<file path="src/rtl/ddsc_pkg.sv">
// Constants and types for the downconverter sync and decimation control
package ddsc_pkg;

    // ------------------------------------------------------------------
    // Register map
    // ------------------------------------------------------------------
    localparam logic [11:0] DDSC_ADDR_SYNC = 12'h300;
    localparam logic [11:0] DDSC_ADDR_CTRL = 12'h310;
    localparam logic [11:0] DDSC_ADDR_INSEL = 12'h311;
    localparam logic [7:0] DDSC_SYNC_RST = 8'h00;
    localparam logic [7:0] DDSC_CTRL_RST = 8'h00;
    localparam logic [7:0] DDSC_INSEL_RST = 8'h00;
    localparam logic [7:0] DDSC_SYNC_MASK = 8'h93;
    localparam logic [7:0] DDSC_CTRL_MASK = 8'h7f;
    localparam logic [7:0] DDSC_INSEL_MASK = 8'hf0;

    // ------------------------------------------------------------------
    // Field positions
    // ------------------------------------------------------------------
    localparam int DDSC_SYNC_EN_BIT = 0;
    localparam int DDSC_ONE_SHOT_BIT = 1;
    localparam int DDSC_SOFT_RST_BIT = 4;
    localparam int DDSC_GAIN_BIT = 6;
    localparam int DDSC_IF_LSB = 4;
    localparam int DDSC_REAL_BIT = 3;
    localparam int DDSC_DEC_LSB = 0;
    localparam int DDSC_EXT_LSB = 4;

    // ------------------------------------------------------------------
    // Codes
    // ------------------------------------------------------------------
    localparam logic [2:0] DDSC_DEC_EXT = 3'h7;
    localparam logic [3:0] DDSC_EXT_HB4_TB = 4'h0;
    localparam logic [3:0] DDSC_EXT_HB1_FB = 4'h2;
    localparam logic [3:0] DDSC_EXT_HB2_FB = 4'h3;

    typedef enum logic [1:0] {
        DDSC_IF_VARIABLE = 2'b00,
        DDSC_IF_ZERO = 2'b01,
        DDSC_IF_QUARTER = 2'b10,
        DDSC_IF_TEST = 2'b11
    } ddsc_if_mode_t;

    typedef enum logic [1:0] {
        DDSC_SY_IDLE = 2'b00,
        DDSC_SY_ARMED = 2'b01,
        DDSC_SY_CONT = 2'b10
    } ddsc_sync_state_t;

endpackage

</file>
<file path="src/rtl/ddsc_cfg_if.sv">
// Decimation codes carried from control top to the filter chain decoder, decoded configuration carried back
`timescale 1ns/1ns
interface ddsc_cfg_if;
    logic [2:0] dec_code;
    logic [3:0] ext_code;
    logic real_out;
    logic [3:0] hb_count;
    logic third_band;
    logic fifth_band;
    logic [5:0] dec_ratio;
    logic cfg_valid;

    modport ctrl
    (
        output dec_code,
        output ext_code,
        output real_out,
        input hb_count,
        input third_band,
        input fifth_band,
        input dec_ratio,
        input cfg_valid
    );

    modport dec
    (
        input dec_code,
        input ext_code,
        input real_out,
        output hb_count,
        output third_band,
        output fifth_band,
        output dec_ratio,
        output cfg_valid
    );
endinterface

</file>
<file path="src/rtl/ddsc_chain_dec.sv">
// Combinational decoder from decimation codes to filter stage selection
`timescale 1ns/1ns
module ddsc_chain_dec
    import ddsc_pkg::*;
(
    ddsc_cfg_if.dec cfg
);
    logic [5:0] cplx;

    always_comb
    begin
        cfg.hb_count = 4'h0;
        cfg.third_band = 1'b0;
        cfg.fifth_band = 1'b0;
        cfg.cfg_valid = 1'b1;
        cplx = 6'h00;
        unique case (cfg.dec_code)
            3'h0: begin cfg.hb_count = 4'h2; cplx = 6'h04; end
            3'h1: begin cfg.hb_count = 4'h3; cplx = 6'h08; end
            3'h2: begin cfg.hb_count = 4'h4; cplx = 6'h10; end
            3'h3: begin cfg.hb_count = 4'h1; cplx = 6'h02; end
            3'h4:
            begin
                cfg.hb_count = 4'h1;
                cfg.third_band = 1'b1;
                cplx = 6'h06;
            end
            3'h5:
            begin
                cfg.hb_count = 4'h2;
                cfg.third_band = 1'b1;
                cplx = 6'h0c;
            end
            3'h6:
            begin
                cfg.hb_count = 4'h3;
                cfg.third_band = 1'b1;
                cplx = 6'h18;
            end
            3'h7:
            begin
                // Extended field only consulted here
                if (cfg.ext_code == DDSC_EXT_HB4_TB)
                begin
                    cfg.hb_count = 4'h4;
                    cfg.third_band = 1'b1;
                    cplx = 6'h30;
                end
                else if (cfg.ext_code == DDSC_EXT_HB1_FB)
                begin
                    cfg.hb_count = 4'h1;
                    cfg.fifth_band = 1'b1;
                    cplx = 6'h0a;
                end
                else if (cfg.ext_code == DDSC_EXT_HB2_FB)
                begin
                    cfg.hb_count = 4'h2;
                    cfg.fifth_band = 1'b1;
                    cplx = 6'h14;
                end
                else
                begin
                    cfg.cfg_valid = 1'b0;
                end
            end
        endcase
        // Real output halves the ratio
        cfg.dec_ratio = cfg.real_out ? {1'b0, cplx[5:1]} : cplx;
    end
endmodule

</file>
<file path="src/rtl/ddsc_ctrl.sv">
// Downconverter sync, gain, mixing mode and decimation control top
`timescale 1ns/1ns
module ddsc_ctrl
    import ddsc_pkg::*;
(
    input wire logic mclk,
    input wire logic arst_n,
    input wire logic sysref_pin,
    input wire logic reg_wr,
    input wire logic [11:0] reg_addr,
    input wire logic [7:0] reg_wdata,
    output logic [7:0] reg_rdata,
    output logic nco_sync,
    output logic nco_reset,
    output logic gain_x2,
    output logic [1:0] if_mode,
    output logic real_out,
    output logic [3:0] hb_count,
    output logic third_band,
    output logic fifth_band,
    output logic [5:0] dec_ratio,
    output logic cfg_valid
);

    // ------------------------------------------------------------------
    // Reference input synchroniser and edge detect
    // ------------------------------------------------------------------
    logic sr_meta_q, sr_sync_q, sr_prev_q;
    logic sr_edge;

    always_ff @(posedge mclk or negedge arst_n)
    begin
        if (!arst_n)
        begin
            sr_meta_q <= 1'b0;
            sr_sync_q <= 1'b0;
            sr_prev_q <= 1'b0;
        end
        else
        begin
            sr_meta_q <= sysref_pin;
            sr_sync_q <= sr_meta_q;
            sr_prev_q <= sr_sync_q;
        end
    end

    assign sr_edge = sr_sync_q & ~sr_prev_q;

    // ------------------------------------------------------------------
    // Registers
    // ------------------------------------------------------------------
    logic [7:0] sync_q, sync_d;
    logic [7:0] ctrl_q, ctrl_d;
    logic [7:0] insel_q, insel_d;
    logic [7:0] rdata_q, rdata_d;
    logic sync_fire;

    always_comb
    begin
        sync_d = sync_q;
        ctrl_d = ctrl_q;
        insel_d = insel_q;
        if (reg_wr && reg_addr == DDSC_ADDR_SYNC)
        begin
            sync_d = reg_wdata & DDSC_SYNC_MASK;
        end
        if (reg_wr && reg_addr == DDSC_ADDR_CTRL)
        begin
            ctrl_d = reg_wdata & DDSC_CTRL_MASK;
        end
        if (reg_wr && reg_addr == DDSC_ADDR_INSEL)
        begin
            insel_d = reg_wdata & DDSC_INSEL_MASK;
        end
        // One-shot completion clears enable, even over a same-cycle write
        if (sync_fire && sync_q[DDSC_ONE_SHOT_BIT])
        begin
            sync_d[DDSC_SYNC_EN_BIT] = 1'b0;
        end
        unique case (reg_addr)
            DDSC_ADDR_SYNC: rdata_d = sync_q;
            DDSC_ADDR_CTRL: rdata_d = ctrl_q;
            DDSC_ADDR_INSEL: rdata_d = insel_q;
            default: rdata_d = 8'h00;
        endcase
    end

    always_ff @(posedge mclk or negedge arst_n)
    begin
        if (!arst_n)
        begin
            sync_q <= DDSC_SYNC_RST;
            ctrl_q <= DDSC_CTRL_RST;
            insel_q <= DDSC_INSEL_RST;
            rdata_q <= 8'h00;
        end
        else
        begin
            sync_q <= sync_d;
            ctrl_q <= ctrl_d;
            insel_q <= insel_d;
            rdata_q <= rdata_d;
        end
    end

    // ------------------------------------------------------------------
    // Sync sequencer
    // ------------------------------------------------------------------
    ddsc_sync_state_t st_q, st_d;
    logic nco_sync_q, nco_sync_d;
    logic soft_rst;

    assign soft_rst = sync_q[DDSC_SOFT_RST_BIT];

    always_comb
    begin
        st_d = st_q;
        sync_fire = 1'b0;
        unique case (st_q)
            DDSC_SY_IDLE:
            begin
                if (sync_q[DDSC_SYNC_EN_BIT])
                begin
                    st_d = sync_q[DDSC_ONE_SHOT_BIT] ? DDSC_SY_ARMED : DDSC_SY_CONT;
                end
            end
            DDSC_SY_ARMED:
            begin
                if (!sync_q[DDSC_SYNC_EN_BIT])
                begin
                    st_d = DDSC_SY_IDLE;
                end
                else if (sr_edge)
                begin
                    sync_fire = 1'b1;
                    st_d = DDSC_SY_IDLE;
                end
            end
            DDSC_SY_CONT:
            begin
                if (!sync_q[DDSC_SYNC_EN_BIT] || sync_q[DDSC_ONE_SHOT_BIT])
                begin
                    st_d = DDSC_SY_IDLE;
                end
                else if (sr_edge)
                begin
                    sync_fire = 1'b1;
                end
            end
            default: st_d = DDSC_SY_IDLE;
        endcase
        nco_sync_d = sync_fire;
    end

    always_ff @(posedge mclk or negedge arst_n)
    begin
        if (!arst_n)
        begin
            st_q <= DDSC_SY_IDLE;
            nco_sync_q <= 1'b0;
        end
        else
        begin
            st_q <= st_d;
            nco_sync_q <= nco_sync_d;
        end
    end

    // ------------------------------------------------------------------
    // Datapath configuration outputs
    // ------------------------------------------------------------------
    ddsc_cfg_if cfg ();

    assign cfg.dec_code = ctrl_q[DDSC_DEC_LSB +: 3];
    assign cfg.ext_code = insel_q[DDSC_EXT_LSB +: 4];
    assign cfg.real_out = ctrl_q[DDSC_REAL_BIT];

    ddsc_chain_dec u_dec
    (
        .cfg(cfg)
    );

    logic nco_reset_q, gain_q, real_q, tb_q, fb_q, valid_q;
    logic [1:0] if_q;
    logic [3:0] hb_q;
    logic [5:0] ratio_q;

    always_ff @(posedge mclk or negedge arst_n)
    begin
        if (!arst_n)
        begin
            nco_reset_q <= 1'b0;
            gain_q <= 1'b0;
            if_q <= DDSC_IF_VARIABLE;
            real_q <= 1'b0;
            hb_q <= 4'h0;
            tb_q <= 1'b0;
            fb_q <= 1'b0;
            ratio_q <= 6'h00;
            valid_q <= 1'b0;
        end
        else
        begin
            nco_reset_q <= soft_rst;
            gain_q <= ctrl_q[DDSC_GAIN_BIT];
            if_q <= ctrl_q[DDSC_IF_LSB +: 2];
            real_q <= ctrl_q[DDSC_REAL_BIT];
            hb_q <= cfg.hb_count;
            tb_q <= cfg.third_band;
            fb_q <= cfg.fifth_band;
            ratio_q <= cfg.dec_ratio;
            valid_q <= cfg.cfg_valid;
        end
    end

    assign reg_rdata = rdata_q;
    assign nco_sync = nco_sync_q;
    assign nco_reset = nco_reset_q;
    assign gain_x2 = gain_q;
    assign if_mode = if_q;
    assign real_out = real_q;
    assign hb_count = hb_q;
    assign third_band = tb_q;
    assign fifth_band = fb_q;
    assign dec_ratio = ratio_q;
    assign cfg_valid = valid_q;

    // ------------------------------------------------------------------
    // Assertions
    // ------------------------------------------------------------------
    property p_oneshot_clear;
        @(posedge mclk) disable iff (!arst_n)
        (st_q == DDSC_SY_ARMED && sync_q[DDSC_SYNC_EN_BIT] && sr_edge)
            |=> !sync_q[DDSC_SYNC_EN_BIT] ##0 nco_sync;
    endproperty
    a_oneshot_clear: assert property (p_oneshot_clear)
        else $error("one-shot sync did not clear enable");

    property p_no_sync_disabled;
        @(posedge mclk) disable iff (!arst_n)
        !sync_q[DDSC_SYNC_EN_BIT] |=> !nco_sync;
    endproperty
    a_no_sync_disabled: assert property (p_no_sync_disabled)
        else $error("sync pulse while enable low");

    property p_gain;
        @(posedge mclk) disable iff (!arst_n)
        ##1 gain_x2 == $past(ctrl_q[DDSC_GAIN_BIT]);
    endproperty
    a_gain: assert property (p_gain)
        else $error("gain output mismatch");

    property p_if_mode;
        @(posedge mclk) disable iff (!arst_n)
        $changed(ctrl_q[5:4]) |=> if_mode == $past(ctrl_q[5:4]);
    endproperty
    a_if_mode: assert property (p_if_mode)
        else $error("IF mode not followed");

    property p_real_half;
        @(posedge mclk) disable iff (!arst_n)
        (ctrl_q[2:0] == 3'h3) |=> dec_ratio == (real_out ? 6'h01 : 6'h02);
    endproperty
    a_real_half: assert property (p_real_half)
        else $error("first half-band ratio wrong");

    property p_ext_ignored;
        @(posedge mclk) disable iff (!arst_n)
        ($past(arst_n) && ctrl_q[2:0] != DDSC_DEC_EXT && $stable(ctrl_q)) |=> $stable(dec_ratio);
    endproperty
    a_ext_ignored: assert property (p_ext_ignored)
        else $error("extended field affected primary decimation");

    property p_ext48;
        @(posedge mclk) disable iff (!arst_n)
        (ctrl_q[2:0] == DDSC_DEC_EXT && insel_q[7:4] == DDSC_EXT_HB4_TB && !ctrl_q[3])
            |=> dec_ratio == 6'h30 && third_band && hb_count == 4'h4;
    endproperty
    a_ext48: assert property (p_ext48)
        else $error("extended code zero chain wrong");

    property p_soft_rst;
        @(posedge mclk) disable iff (!arst_n)
        soft_rst |=> nco_reset;
    endproperty
    a_soft_rst: assert property (p_soft_rst)
        else $error("soft reset not applied");

    property p_reserved;
        @(posedge mclk) disable iff (!arst_n)
        ##1 (sync_q & ~DDSC_SYNC_MASK) == 8'h00 && (insel_q[3:0] == 4'h0) && !ctrl_q[7];
    endproperty
    a_reserved: assert property (p_reserved)
        else $error("reserved bit stored");

    c_oneshot: cover property (@(posedge mclk) disable iff (!arst_n)
        st_q == DDSC_SY_ARMED ##1 nco_sync);
    c_cont: cover property (@(posedge mclk) disable iff (!arst_n)
        st_q == DDSC_SY_CONT && sync_fire);
    c_ext_fb: cover property (@(posedge mclk) disable iff (!arst_n)
        fifth_band && dec_ratio == 6'h05);
endmodule

</file>
<file path="config.mk">
export PLATFORM = sky130hd
export DESIGN_NAME = ddsc_ctrl
export DESIGN_NICKNAME = d
export VERILOG_FILES = /design/src/rtl/ddsc_pkg.sv /design/src/rtl/ddsc_cfg_if.sv /design/src/rtl/ddsc_chain_dec.sv /design/src/rtl/ddsc_ctrl.sv
export SDC_FILE = /design/constraint.sdc
export NUM_CORES = 1
export LEC_CHECK = 0
export BUFFER_PORTS_ARGS = -buffer_cell sky130_fd_sc_hd__buf_2
export CORE_MARGIN = 5
export CORE_UTILIZATION = 35
export CTS_CLUSTER_SIZE = 25
export DETAILED_ROUTE_END_ITERATION = 8
export MAX_ROUTING_LAYER = met4
export PLACE_DENSITY = 0.64
export SYNTH_ARGS = -nofsm -noshare
export SYNTH_HDL_FRONTEND = slang
export SYNTH_SLANG_ARGS = --single-unit
</file>
<file path="constraint.sdc">
create_clock -name mclk -period 1.62 [get_ports mclk]
set_input_delay 0.324 -clock mclk [delete_from_list [all_inputs] [get_ports mclk]]
set_output_delay 0.324 -clock mclk [all_outputs]
set_load 0.005 [all_outputs]
</file>
---- Word-level counts from Yosys, hierarchy flattened ----
Cells that the tools add are included.
storage, ports and cells
  bits in registers ....................... 47
  memory bits (read-only) ................. 0
  latch bits .............................. 0
  memories kept ........................... 0
  bits in writable memories ............... 0
operators by class
  order comparisons ....................... 0
  bitwise logic cells ..................... 2
  divide/modulo/power cells ............... 0
  multiplexer cells ....................... 30
  equality and inequality tests ........... 17
  shifts and indexed selects .............. 0
  $mul .................................... 0
  reductions and logical operators ........ 15
  $add $sub $neg .......................... 0
operators with widths
  cell                                                    number
  one-hot mux 6 bit (8 select lines)                      1
  equality test 12 x 10 -> 1 bit (second input constant)  3
  one-hot mux 8 bit (3 select lines)                      1
  one-hot mux 4 bit (5 select lines)                      1
  2-to-1 mux 6 bit                                        3
  equality test 3 bit (second input constant)             4
  2-to-1 mux 1 bit                                        12
  2-to-1 mux 2 bit                                        6
  equality test 4 x 2 -> 1 bit (second input constant)    2
  2-to-1 mux 4 bit                                        2
  equality test 3 x 2 -> 1 bit (second input constant)    2
  one-hot mux 2 bit (3 select lines)                      1
  OR reduction 2 bit                                      3
  2-to-1 mux 5 bit                                        1
  logical AND 1 bit                                       4
  logical NOT 4 bit                                       1
  inequality test 2 bit (second input constant)           2
  one-hot mux 1 bit (2 select lines)                      2
  equality test 3 x 1 -> 1 bit (second input constant)    1
  logical NOT 3 bit                                       1
  inequality test 3 bit (second input constant)           1
  AND reduction 3 bit                                     1
  OR reduction 3 bit                                      1
  equality test 2 x 1 -> 1 bit (second input constant)    1
  7 further kinds                                         7

---- Depth between registers and ports, before layout ----
Gate-level depths: netlist (run 1).
  depth in word-level cells ............... 7
  gate-level depth with buffers ........... 5

---- Cells and area by module ----
From an unflattened synthesis (run 1), not the netlist that was laid out.
second synthesis, totals
  cells, all modules ...................... 169
  area total of the unflattened synthesis .. 2064.5 µm²
modules (own cells, without submodules)
  module          times used  cells an instance  seq. area each (µm²)  area an instance (µm²)
  ddsc_ctrl       1           114                1176.1                1724.2
  ddsc_chain_dec  1           55                 0.0                   340.3

---- Least setup slack after synthesis (run 1) ----
Ideal clock, no wire load.
  kind .................................... input to register
  from .................................... input reg_addr[1]
  to ...................................... register ctrl_q[0]
  data arrival time ....................... 1.677 ns
  stages .................................. 3
  setup slack ............................. -0.181 ns
  setup time .............................. 0.125 ns
  data required time ...................... 1.495 ns
  path through ............................ or4_4 -> nor4_4 -> mux2_2
on the way
  word-level cells in the longest chain between the ends .. 2
RTL lines
  what                            RTL line          source
  start, declared                 ddsc_ctrl.sv:10   input wire logic [11:0] reg_addr,
  equality test 12 x 10 -> 1 bit  ddsc_ctrl.sv:67   if (reg_wr && reg_addr == DDSC_ADDR_CTRL)
  logical AND 1 bit               ddsc_ctrl.sv:67
  end signal, assigned            ddsc_ctrl.sv:100  ctrl_q <= ctrl_d;
  end, declared                   ddsc_ctrl.sv:53   logic [7:0] ctrl_q, ctrl_d;
No other way between the ends.
A chain may end at the register's enable or synchronous reset.

---- Final worst setup path (run 1) ----
  from .................................... input reg_addr[1]
  to ...................................... register insel_q[7]
on the way
  word-level cells in the longest chain between the ends .. 2
RTL lines
  what                            RTL line          source
  equality test 12 x 10 -> 1 bit  ddsc_ctrl.sv:71   if (reg_wr && reg_addr == DDSC_ADDR_INSEL)
  logical AND 1 bit               ddsc_ctrl.sv:71
  end signal, assigned            ddsc_ctrl.sv:101  insel_q <= insel_d;
  end, declared                   ddsc_ctrl.sv:54   logic [7:0] insel_q, insel_d;
No other way between the ends.

==> results of run 1 <==
-- cells in the mapped netlist (3+ instances only) --
master	count
nor4_4	3
nor2_1	12
nand2_1	4
inv_1	10
nor3_1	4
mux2i_1	6
o21a_1	3
ha_1	3
nand3_1	4
clkbuf_1	5
o21ai_0	4
a21oi_1	4
dfrtp_1	46
mux2_2	14
-- cell families (layout without fill, tap and decap cells) --
logic type,count (synthesis),after routing
buf+inv,17,84
simple gates,46,46
other cells,1,1
compound gates,23,23
fa+ha+maj,4,4
flops,46,46
mux,20,20
-- cell type report --
cell class	instances	area share, %
Multi-Input combinational cell	94	30.4
Sequential cell	46	45.7
Clock buffer	6	2.88
Tap cell	72	3.57
Inverter	10	1.49
Timing Repair Buffer	67	15.7
Clock inverter	1	0.298
-- per-layer routing --
| layer | global-route usage [%] | up-vias | wire length, um |
|---|---|---|---|
| li1 | - | 697 | - |
| met1 | 14.4 | 695 | 1680 |
| met2 | 18.4 | 47 | 1850 |
| met3 | 3.34 | 7 | 250 |
| met4 | 5.47 | 0 | 73 |
| met5 | - | - | 0 |
-- placed cells by master, fill, tap and decap left out, drive strengths merged, types with 2 or more instances in the layout --
cell / n
nor2: 12
clkbuf: 6
mux2i: 6
or4: 3
o32ai: 2
nor3: 4
mux2: 14
o221ai: 2
nor4: 4
nand2: 4
o21a: 3
buf: 66
ha: 3
inv: 10
nand4: 2
a211oi: 2
nand3: 4
o21ai: 4
a32oi: 2
dfrtp: 46
a21oi: 4
and3: 2
-- sequential cells by signal (all words and copies together), names as in the netlist, 2 cells and up --
signal / count
dec_ratio: 6
ctrl_q: 7
insel_q: 4
if_mode: 2
hb_count: 3
st_q: 2
sync_q: 4
reg_rdata: 8
-- power groups by stage --
stage,registers [mW],clock network [mW],logic [mW]
3_3_place_gp,1.20,0,0.222
5_1_grt,1.19,0.724,0.259
4_1_cts,1.18,0.670,0.233
3_5_place_dp,1.21,0,0.230
6_report,1.18,0.641,0.229
2_1_floorplan,1.20,0,0.133
-- critical path: cells and delay by family --
family | cells | cell delay (ns)
buffers and inverters | 1 | 0.09
AND/OR/NAND/NOR | 2 | 0.95
multiplexers | 1 | 0.38
-- what timing repair did --
item / 4_1_cts / 5_1_grt
endpoints found under the hold margin: 10 / 0
hold buffers: 1 / 0
setup endpoints to repair: 0 / 1
resized for setup: 0 / 1
-- worst paths after layout --
check                             end  depth (start not counted)        start  slack (ns)
setup / recovery           insel_q[7]                          4  reg_addr[1]        0.04
hold reg to reg             sr_sync_q                          0    sr_meta_q        0.36
setup reg to reg              st_q[0]                          5      st_q[0]        0.21
min in group asynchronous   sr_meta_q                          3       arst_n        0.54
hold / removal              sr_meta_q                          1   sysref_pin        0.13
max in group asynchronous   cfg_valid                          3       arst_n        0.87
==> results.md, run 1 <==
Setup path:
- For the worst setup path, the data required time is 1.80 ns.
- STA puts the critical path data arrival time at 1.76 ns.
- The critical path goes through buf_2, or4_4, nor4_4, mux2_2.
- The sort of element at the start of the critical path is an input port.
- The worst setup path is captured at a register.
- The classification of the worst setup path is in -> reg.
- The top fanout value on the critical path is 5.
- The delay contributed by the slowest stage of the critical path is 0.59 ns.
- For this design, the slowest cell found on the critical path is or4_4.

Routing:
- The DRC violation count after routing is 0.
- The remaining antenna violation count is 0.
- The total detailed-routing wirelength is 3.85 mm.
- Dividing the detail-routed wire length by the instance count gives 13.0 um.
- The DRC marker count from the first detailed-route iteration is 76.
- The routed layout has 1,446 vias.
- Before antenna repair, the detailed router went through 4 iterations.
- Dividing the detail-routed via count by the number of cells gives 4.89.

Run:
- The tool flagged a number of max-cap violations equal to 0.

Synth:
- For this run, the leading register cell type out of synthesis is dfrtp_1.
- In the post-synthesis netlist, the biggest area contributors are dfrtp_1 (59%), mux2_2 (8.1%), nor4_4 (3.3%), mux2i_1 (3.1%), nor2_1 (2.3%).
- The simple-gate portion of the synthesized area is 15.6%.
- The flip-flop and latch count after synthesis is 46.
- The post-synthesis instance area is 1960 sq um.
- The count of synthesis-stage warnings from yosys is 0.
- The share of flip-flops with an asynchronous set or reset is 100%.
- The number of cells produced by synthesis is 157.
- The post-synthesis compound-gate area fraction is 8.43%.
- The area share of fa/ha/maj cells after synthesis is 2.43%.
- The share of the yosys chip area belonging to registers is 58.8%.
- In this run the biggest area consumer among cell types represents 58.8% of the synthesized area.
- By area, the combinational part of the netlist is dominated by simple AND/OR/NAND/NOR gates.
- After Yosys synthesis, XOR and XNOR cells account for 0% of the synthesized area.
- Yosys mapped a number of flops with a built-in enable equal to 0.
- Measured against the total synthesized area, the mux share comes to 11.1%.
- A synthesized cell averages 12.5 sq um.
- Counting every net in the synthesized netlist gives 184.
- The largest total area in the synthesized netlist belongs to dfrtp_1.
- The post-synthesis cell type count is 42.

Placement:
- The pre-CTS worst setup slack is -0.271 ns.
- The count of buffers added on input and output ports is 49.
- Once detailed placement completed, the half-perimeter wirelength came to 2.96 mm.
- In this run the cell area measured after placement is 2430 sq um.
- The congestion estimate from routability-driven global placement came to 0.857.
- The placed cell count is 288.

Timing:
- Based on the critical path, the design can be clocked at up to 635 MHz.
- The worst hold slack is 0.133 ns.
- The max-slew violation count is 0.
- The final number of hold-violating endpoints is 0.
- The worst clock skew is 0.00653 ns.
- Setup violations remaining at the end of the flow were counted as 0.
- The fraction of the cycle the final worst path needs is 97.2%.
- The final critical-path required period is 1.58 ns.
- In the final timing run, aggregate negative setup slack is 0 ns.
- The post-layout worst setup margin is 0.0448 ns.
- Setup repair after global routing left no endpoint under its margin.

Die:
- The die area is 7190 sq um.
- The cell row count is 27.
- The die is 84.8 um wide.
- In this run the count of I/O pins placed on the die edge is 51.
- For this configuration, the core starts out at a cell density of 35.8%.
- The region available for standard cell placement spans 5470 sq um.
- The die height is 84.8 um.

Layout:
- The area growth from synthesis to layout is 28.8%.
- Cells fill 46.1% of the core in the end.
- The final-layout fill cell count is 527.
- The number of antenna cells inserted is 0.
- The ratio of cells with drive above 1 in the final layout is 41.5%.
- The multi-input logic area is 767 sq um.
- The post-route cell area is 2520 sq um.
- The final non-filler cell total is 296.
- Summing all flip-flop and latch instances after layout gives 1150 sq um.
- The post-layout net count is 251.

Power:
- The net switching component of the power is 0.481 mW.
- The worst IR drop on VDD is 0.000304 V.
- Registers are responsible for 57.6% of the overall power.
- The share of total power consumed by net switching is 23.4%.
- In this run the power density over the cells is 814 nW/um^2.
- The total power consumption of the routed design is 2.05 mW.
- The static power due to leakage is 1.27 nW.
- Per report_power, the clock group accounts for 31.2% of the total.
- Internal power comes to 1.57 mW.
- The relative contribution of combinational cells to total power is 11.2%.

Clock tree:
- The count of clock tree sinks is 46.
- The clock tree from TritonCTS is done.
- TritonCTS created 5 clock buffers.
- The number of H-tree levels is 2.
- In this run the clock root is driven by a clkbuf_8.
- The total setup buffers inserted after CTS is 0.
- The clock latency at the later pin of the worst-skew pair is 0.29 ns.
- No sink is reached through more buffers than the 2 on the longest clock path.
- The clock-pin slew of the registers on the worst-case setup and hold paths is 0.08 ns.

Global route:
- The number of antenna violations at the first check in global routing is 0.
- Entering global routing, the biggest net connects 47 pins.
- Global routing used 11.9% of the available tracks across all layers.
- The first global-routing pass estimated 6.64 mm of wire.
- The number of global-route vias before repair came to 1,407.
- The global-route congestion overflow total is 0.

Hold path:
- The tightest min-delay check is of the in -> reg type.

Outcome:
- The run finished with clean final reports.
(Power assumes the default switching activity.)
==> run 2: changes to the inputs <==
CORE_ASPECT_RATIO = 0.7   (was default)
==> results.md, run 2 (same netlist as run 1, synthesis figures left out) <==
Setup path:
- The origin of the critical flop-to-flop path is insel_q[7] (was st_q[0]).
- The number of cells on the worst reg-to-reg path is 3 (was 5).
- The sort of element at the start of the critical path is an input port (unchanged).
- The required time of the worst setup path came to 1.80 ns (about the same).
- The top fanout value on the critical path is 5 (unchanged).
- The arrival time at the worst endpoint came to 1.71 ns (was 1.76 ns).
- The classification of the worst setup path is in -> reg (unchanged).
- The flop-to-flop setup slack is 0.12 ns (was 0.21 ns).
- The reg-to-reg endpoint was dec_ratio[3] (was st_q[0]).
- The critical path endpoint category was a register (unchanged).

Layout:
- The leading cell type in the layout, fill and taps excluded is buf_2 (unchanged).
- The post-layout net count is 249 (was 251).
- The final core utilization came to 47.0% (was 46.1%).
- The area overhead of the layout relative to synthesis came to 28.3% (was 28.8%).
- The number of antenna cells inserted was 0 (unchanged).
- Commonest cells after routing, fill and taps aside: buf_2 (49), dfrtp_1 (46), buf_4 (14) (was buf_2 (49), dfrtp_1 (46), buf_4 (16)).
- The final non-filler cell total is 295 (was 296).
- The final-layout fill cell count is 513 (was 527).
- The ratio of cells with drive above 1 in the final layout was 40.8% (was 41.5%).
- The number of flip-flops in the largest register was 8 (unchanged).

Routing:
- The routed via count divided by cell count is 4.61 (was 4.89).
- The DRC marker count from the first detailed-route iteration was 59 (was 76).
- The total detailed-routing wirelength is 4.20 mm (was 3.85 mm).
- The detailed-route wire length per cell is 14.2 um (was 13.0 um).
- The DRC violation count after routing is 0 (unchanged).
- The remaining antenna violation count was 0 (unchanged).
- The number of iterations in the first detailed-routing pass was 6 (was 4).
- The number of vias in the routed layout came to 1,359 (was 1,446).

Timing:
- The final critical-path required period was 1.53 ns (was 1.58 ns).
- The fraction of the cycle the final worst path needs was 94.7% (was 97.2%).
- The final number of hold-violating endpoints is 0 (unchanged).
- Measured against its own limit, the worst slew margin works out to 57.7%.
- The final number of setup-violating endpoints is 0 (unchanged).
- The highest clock rate is 652 MHz (was 635 MHz).
- The worst hold slack is 0.138 ns (was 0.133 ns).
- The worst clock skew is 0.00567 ns (was 0.00653 ns).
- Setup repair after global routing missed its margin: no (unchanged).
- The max-slew violation count was 0 (unchanged).
- The worst-margin pin slew is 0.633 ns.
- The post-layout worst setup margin is 0.0856 ns (was 0.0448 ns).

Placement:
- The pre-CTS worst setup slack is -0.288 ns (was -0.271 ns).
- The number of buffers added on ports is 49 (unchanged).
- The placed cell count is 286 (was 288).
- The detailed-placement wirelength estimate is 3.17 mm (was 2.96 mm).
- The last weighted congestion value of the routability-driven placer is 0.854 (was 0.857).

Clock tree:
- The clock-pin slew of the registers on the worst-case setup and hold paths is 0.08 ns (about the same).
- The clock root buffer is clkbuf_8 (unchanged).
- The number of buffers inserted during clock tree synthesis was 5 (unchanged).
- The number of H-tree levels was 2 (unchanged).
- The buffer levels on the longest clock path came to 2 (unchanged).
- The total setup buffers inserted after CTS was 0 (unchanged).
- The clock latency at the later pin of the worst-skew pair came to 0.29 ns (about the same).
- The count of clock tree sinks is 46 (unchanged).
- The clock tree from TritonCTS is done (unchanged).
- The count of cells resized by post-cts repair is 0 (unchanged).

Hold path:
- The worst hold-check path type is in -> reg (unchanged).
- The startpoint of the lowest-slack hold path is sysref_pin (unchanged).
- The worst hold path stage count is 1 (unchanged).
- The end point of the worst hold path is sr_meta_q (unchanged).

Power:
- The worst IR drop on VDD is 0.000294 V (was 0.000304 V).
- The cell area power density is 841 nW/um^2 (was 814 nW/um^2).
- The static power due to leakage was 1.26 nW (was 1.27 nW).
- The total power consumption of the routed design is 2.11 mW (was 2.05 mW).

Die:
- The area of the placeable core is 5340 sq um (was 5470 sq um).
- The cell row count is 22 (was 27).
- The width of the chip is 99.4 um (was 84.8 um).
- The die area came to 7210 sq um (was 7190 sq um).
- The starting utilization of the core area is 36.7% (was 35.8%).
- The I/O pin count is 51 (unchanged).
- The die height is 72.6 um (was 84.8 um).

Global route:
- The first-pass GRT wire length is 7.02 mm (was 6.64 mm).
- The global-route congestion overflow total was 0 (unchanged).
- The number of antenna violations at the first check in global routing was 0 (unchanged).
- The total track usage is 12.8% (was 11.9%).
- The number of global-route vias before repair is 1,385 (was 1,407).
- The pin count of the biggest net entering global routing came to 32 (was 47).

Outcome:
- Status: completed (unchanged).

Run:
- The max-capacitance violation count is 0 (unchanged).
-- run 2: worst max-delay path by stage --
stage	startpoint	to	slack [ns]
6_report	reg_addr[1]	insel_q[7]	0.09
4_1_cts	reg_addr[1]	insel_q[7]	0.02
3_5_place_dp	reg_addr[1]	insel_q[7]	-0.29
5_1_grt	reg_addr[10]	ctrl_q[0]	0.03
3_3_place_gp	reg_addr[1]	insel_q[4]	-0.26
2_1_floorplan	reg_addr[1]	ctrl_q[0]	-0.11
-- run 2: worst max-delay path: stages --
cell	delay [ns]
buf_2	0.10
or4_4	0.59
nor4_4	0.31
mux2_2	0.38
-- run 2: final cells by class --
type                    instances  area (sq um)  area share (%)
clock buffers                   7          86.3            3.44
clock inverters                 1          5.00           0.199
inverters                      10          37.5            1.49
multi-input cells              94           762            30.3
flip-flops and latches         46          1150            45.8
well taps                      72          90.1            3.59
repair buffers                 65           380            15.1
-- run 2: power by group --
part / internal [mW] / total (mW) / switching, mW / leakage (nW)
sequential: 1.17 / 1.18 / 0.0117 / 0.613
combinational: 0.102 / 0.229 / 0.127 / 0.602
clock: 0.344 / 0.702 / 0.358 / 0.0482
total: 1.62 / 2.11 / 0.496 / 1.26
-- run 2: through the flow --
step / cell area (sq um) / TNS, ns
2_1_floorplan: 1990 / -1.21
3_3_place_gp: 2410 / -3.85
3_5_place_dp: 2410 / -4.14
4_1_cts: 2510 / 0
5_1_grt: 2510 / 0
6_report: 2510 / 0
-- run 2: repair_timing --
action                                  CTS  global route
endpoints found under the hold margin    15             0
endpoints found under the setup margin    0             3
hold buffers                              1             0
-- run 2: layer usage --
layer	track usage [%]	wire, um	up-vias
li1	-	-	692
met1	19.7	2230	618
met2	15.9	1590	45
met3	3.63	330	4
met4	3.64	46	0
met5	-	0	-
==> run 3: changes to the inputs <==
RECOVER_POWER = 100   (was default)
==> results.md, run 3 (same netlist as run 1, synthesis figures left out) <==
Global route:
- The number of antenna violations at the first check in global routing is 0 (unchanged).
- The global-route congestion overflow total is 0 (unchanged).
- The number of global-route vias before repair is 1,385 (unchanged).
- The pin count of the biggest net entering global routing was 32 (unchanged).
- The first-pass GRT wire length is 7.02 mm (unchanged).
- The total track usage is 12.8% (unchanged).

Layout:
- The final-layout fill cell count is 528 (was 513).
- The area overhead of the layout relative to synthesis is 26.1% (was 28.3%).
- The post-route cell area came to 2470 sq um (was 2510 sq um).
- Commonest cells after routing, fill and taps aside: dfrtp_1 (46), buf_2 (31), clkbuf_1 (22) (was buf_2 (49), dfrtp_1 (46), buf_4 (14)).
- The post-layout net count is 249 (unchanged).
- The number of antenna cells inserted is 0 (unchanged).
- The final non-filler cell total was 295 (unchanged).
- The leading cell type in the layout, fill and taps excluded is dfrtp_1 (was buf_2).
- The ratio of cells with drive above 1 in the final layout is 30.5% (was 40.8%).
- The number of flip-flops in the largest register is 8 (unchanged).

Power:
- The total power consumption of the routed design is 2.11 mW (about the same).
- The static power due to leakage is 1.18 nW (was 1.26 nW).
- The worst IR drop on VDD was 0.000294 V (about the same).
- The cell area power density was 856 nW/um^2 (was 841 nW/um^2).

Placement:
- The detailed-placement wirelength estimate came to 3.17 mm (unchanged).
- The number of buffers added on ports is 49 (unchanged).
- The placed cell count is 286 (unchanged).
- The area after detailed placement was 2410 sq um (unchanged).
- The last weighted congestion value of the routability-driven placer was 0.854 (unchanged).
- The pre-CTS worst setup slack was -0.288 ns (unchanged).

Timing:
- The final number of hold-violating endpoints was 0 (unchanged).
- The worst hold slack is 0.137 ns (was 0.138 ns).
- The worst-margin pin slew is 0.918 ns (was 0.633 ns).
- The final number of setup-violating endpoints is 0 (unchanged).
- The fraction of the cycle the final worst path needs came to 94.7% (about the same).
- Setup repair after global routing missed its margin: no (unchanged).
- The final critical-path required period is 1.53 ns (about the same).
- The max-slew violation count came to 0 (unchanged).
- The tightest slew margin relative to the limit was 38.8% (was 57.7%).
- The worst clock skew is 0.00697 ns (was 0.00567 ns).
- The post-layout worst setup margin was 0.0853 ns (was 0.0856 ns).
- The highest clock rate came to 652 MHz (about the same).

Setup path:
- The arrival time at the worst endpoint is 1.71 ns (about the same).
- The top fanout value on the critical path is 5 (unchanged).
- The sort of element at the start of the critical path is an input port (unchanged).
- The flop-to-flop setup slack is 0.12 ns (about the same).
- The reg-to-reg endpoint is dec_ratio[3] (unchanged).
- The critical path endpoint category was a register (unchanged).
- The number of cells on the worst reg-to-reg path came to 3 (unchanged).
- The origin of the critical flop-to-flop path is insel_q[7] (unchanged).
- The required time of the worst setup path was 1.79 ns (was 1.80 ns).
- The classification of the worst setup path was in -> reg (unchanged).

Hold path:
- The worst hold-check path type is in -> reg (unchanged).
- The startpoint of the lowest-slack hold path is sysref_pin (unchanged).
- The worst hold path stage count is 1 (unchanged).
- The end point of the worst hold path is sr_meta_q (unchanged).

Die:
- The width of the chip is 99.4 um (unchanged).
- The cell row count is 22 (unchanged).
- The starting utilization of the core area came to 36.7% (unchanged).
- The die area is 7210 sq um (unchanged).
- The area of the placeable core is 5340 sq um (unchanged).
- The I/O pin count is 51 (unchanged).
- The die height is 72.6 um (unchanged).

Clock tree:
- The number of buffers inserted during clock tree synthesis is 5 (unchanged).
- The clock root buffer is clkbuf_8 (unchanged).
- The clock latency at the later pin of the worst-skew pair was 0.29 ns (about the same).
- The count of clock tree sinks was 46 (unchanged).
- The buffer levels on the longest clock path is 2 (unchanged).
- The total setup buffers inserted after CTS is 0 (unchanged).
- The clock tree from TritonCTS is done (unchanged).
- The number of H-tree levels was 2 (unchanged).
- The clock-pin slew of the registers on the worst-case setup and hold paths is 0.08 ns (about the same).
- The count of cells resized by post-cts repair is 0 (unchanged).

Routing:
- The routed via count divided by cell count is 4.64 (was 4.61).
- The number of vias in the routed layout came to 1,368 (was 1,359).
- The number of iterations in the first detailed-routing pass came to 4 (was 6).
- The remaining antenna violation count was 0 (unchanged).
- The DRC violation count after routing came to 0 (unchanged).
- The total detailed-routing wirelength is 4.22 mm (was 4.20 mm).
- The detailed-route wire length per cell came to 14.3 um (was 14.2 um).
- The DRC marker count from the first detailed-route iteration was 52 (was 59).

Outcome:
- Status: completed (unchanged).

Run:
- The max-capacitance violation count is 0 (unchanged).
## run 3: cell types whose count changed in the layout (fill, tap and decap cells not counted), sizes merged
cell	change
buf	-22
clkbuf	+22
## run 3: worst max-delay path, stage by stage
cell and delay (ns):
buf_2 0.10, or4_4 0.59, nor4_4 0.16, clkbuf_2 0.21, mux2_1 0.32
## run 3: cell type report
class | count | area, sq um | area share (%)
inverter | 10 | 37.5 | 1.52
clock inverter | 1 | 5.00 | 0.203
clock buffer | 7 | 86.3 | 3.50
multi-input combinational | 94 | 754 | 30.6
tap | 72 | 90.1 | 3.65
timing repair buffer | 65 | 344 | 13.9
sequential | 46 | 1150 | 46.6
## run 3: routing by layer
layer	global-route usage, %	routed length (um)	vias to the layer above
li1	-	-	695
met1	19.7	2310	628
met2	15.9	1590	41
met3	3.63	275	4
met4	3.64	46	0
met5	-	0	-
## run 3: what timing repair did
| item | CTS | global route |
|---|---|---|
| setup endpoints to repair | 0 | 3 |
| hold buffers | 1 | 0 |
| hold endpoints to repair | 15 | 0 |
## run 3: worst max path at each step
stage / startpoint / endpoint / slack, ns
after floorplan: reg_addr[1] / ctrl_q[0] / -0.11
after global routing: arst_n / ctrl_q[0] / 0.02
after global placement: reg_addr[1] / insel_q[4] / -0.26
after detailed placement: reg_addr[1] / insel_q[7] / -0.29
final: reg_addr[1] / sync_q[7] / 0.09
after CTS: reg_addr[1] / insel_q[7] / 0.02
## run 3: per-stage QoR
| stage | util, % | TNS (ns) |
|---|---|---|
| 2_1_floorplan | - | -1.21 |
| 3_3_place_gp | 45.2 | -3.85 |
| 3_5_place_dp | 45.2 | -4.14 |
| 4_1_cts | 47.0 | 0 |
| 5_1_grt | 46.2 | 0 |
| 6_report | 46.2 | 0 |
## run 3: where the power goes
group,internal (mW),switching [mW],leakage (nW)
Sequential,1.17,0.0118,0.613
Clock,0.344,0.358,0.0482
Combinational,0.101,0.127,0.521
Total,1.62,0.497,1.18
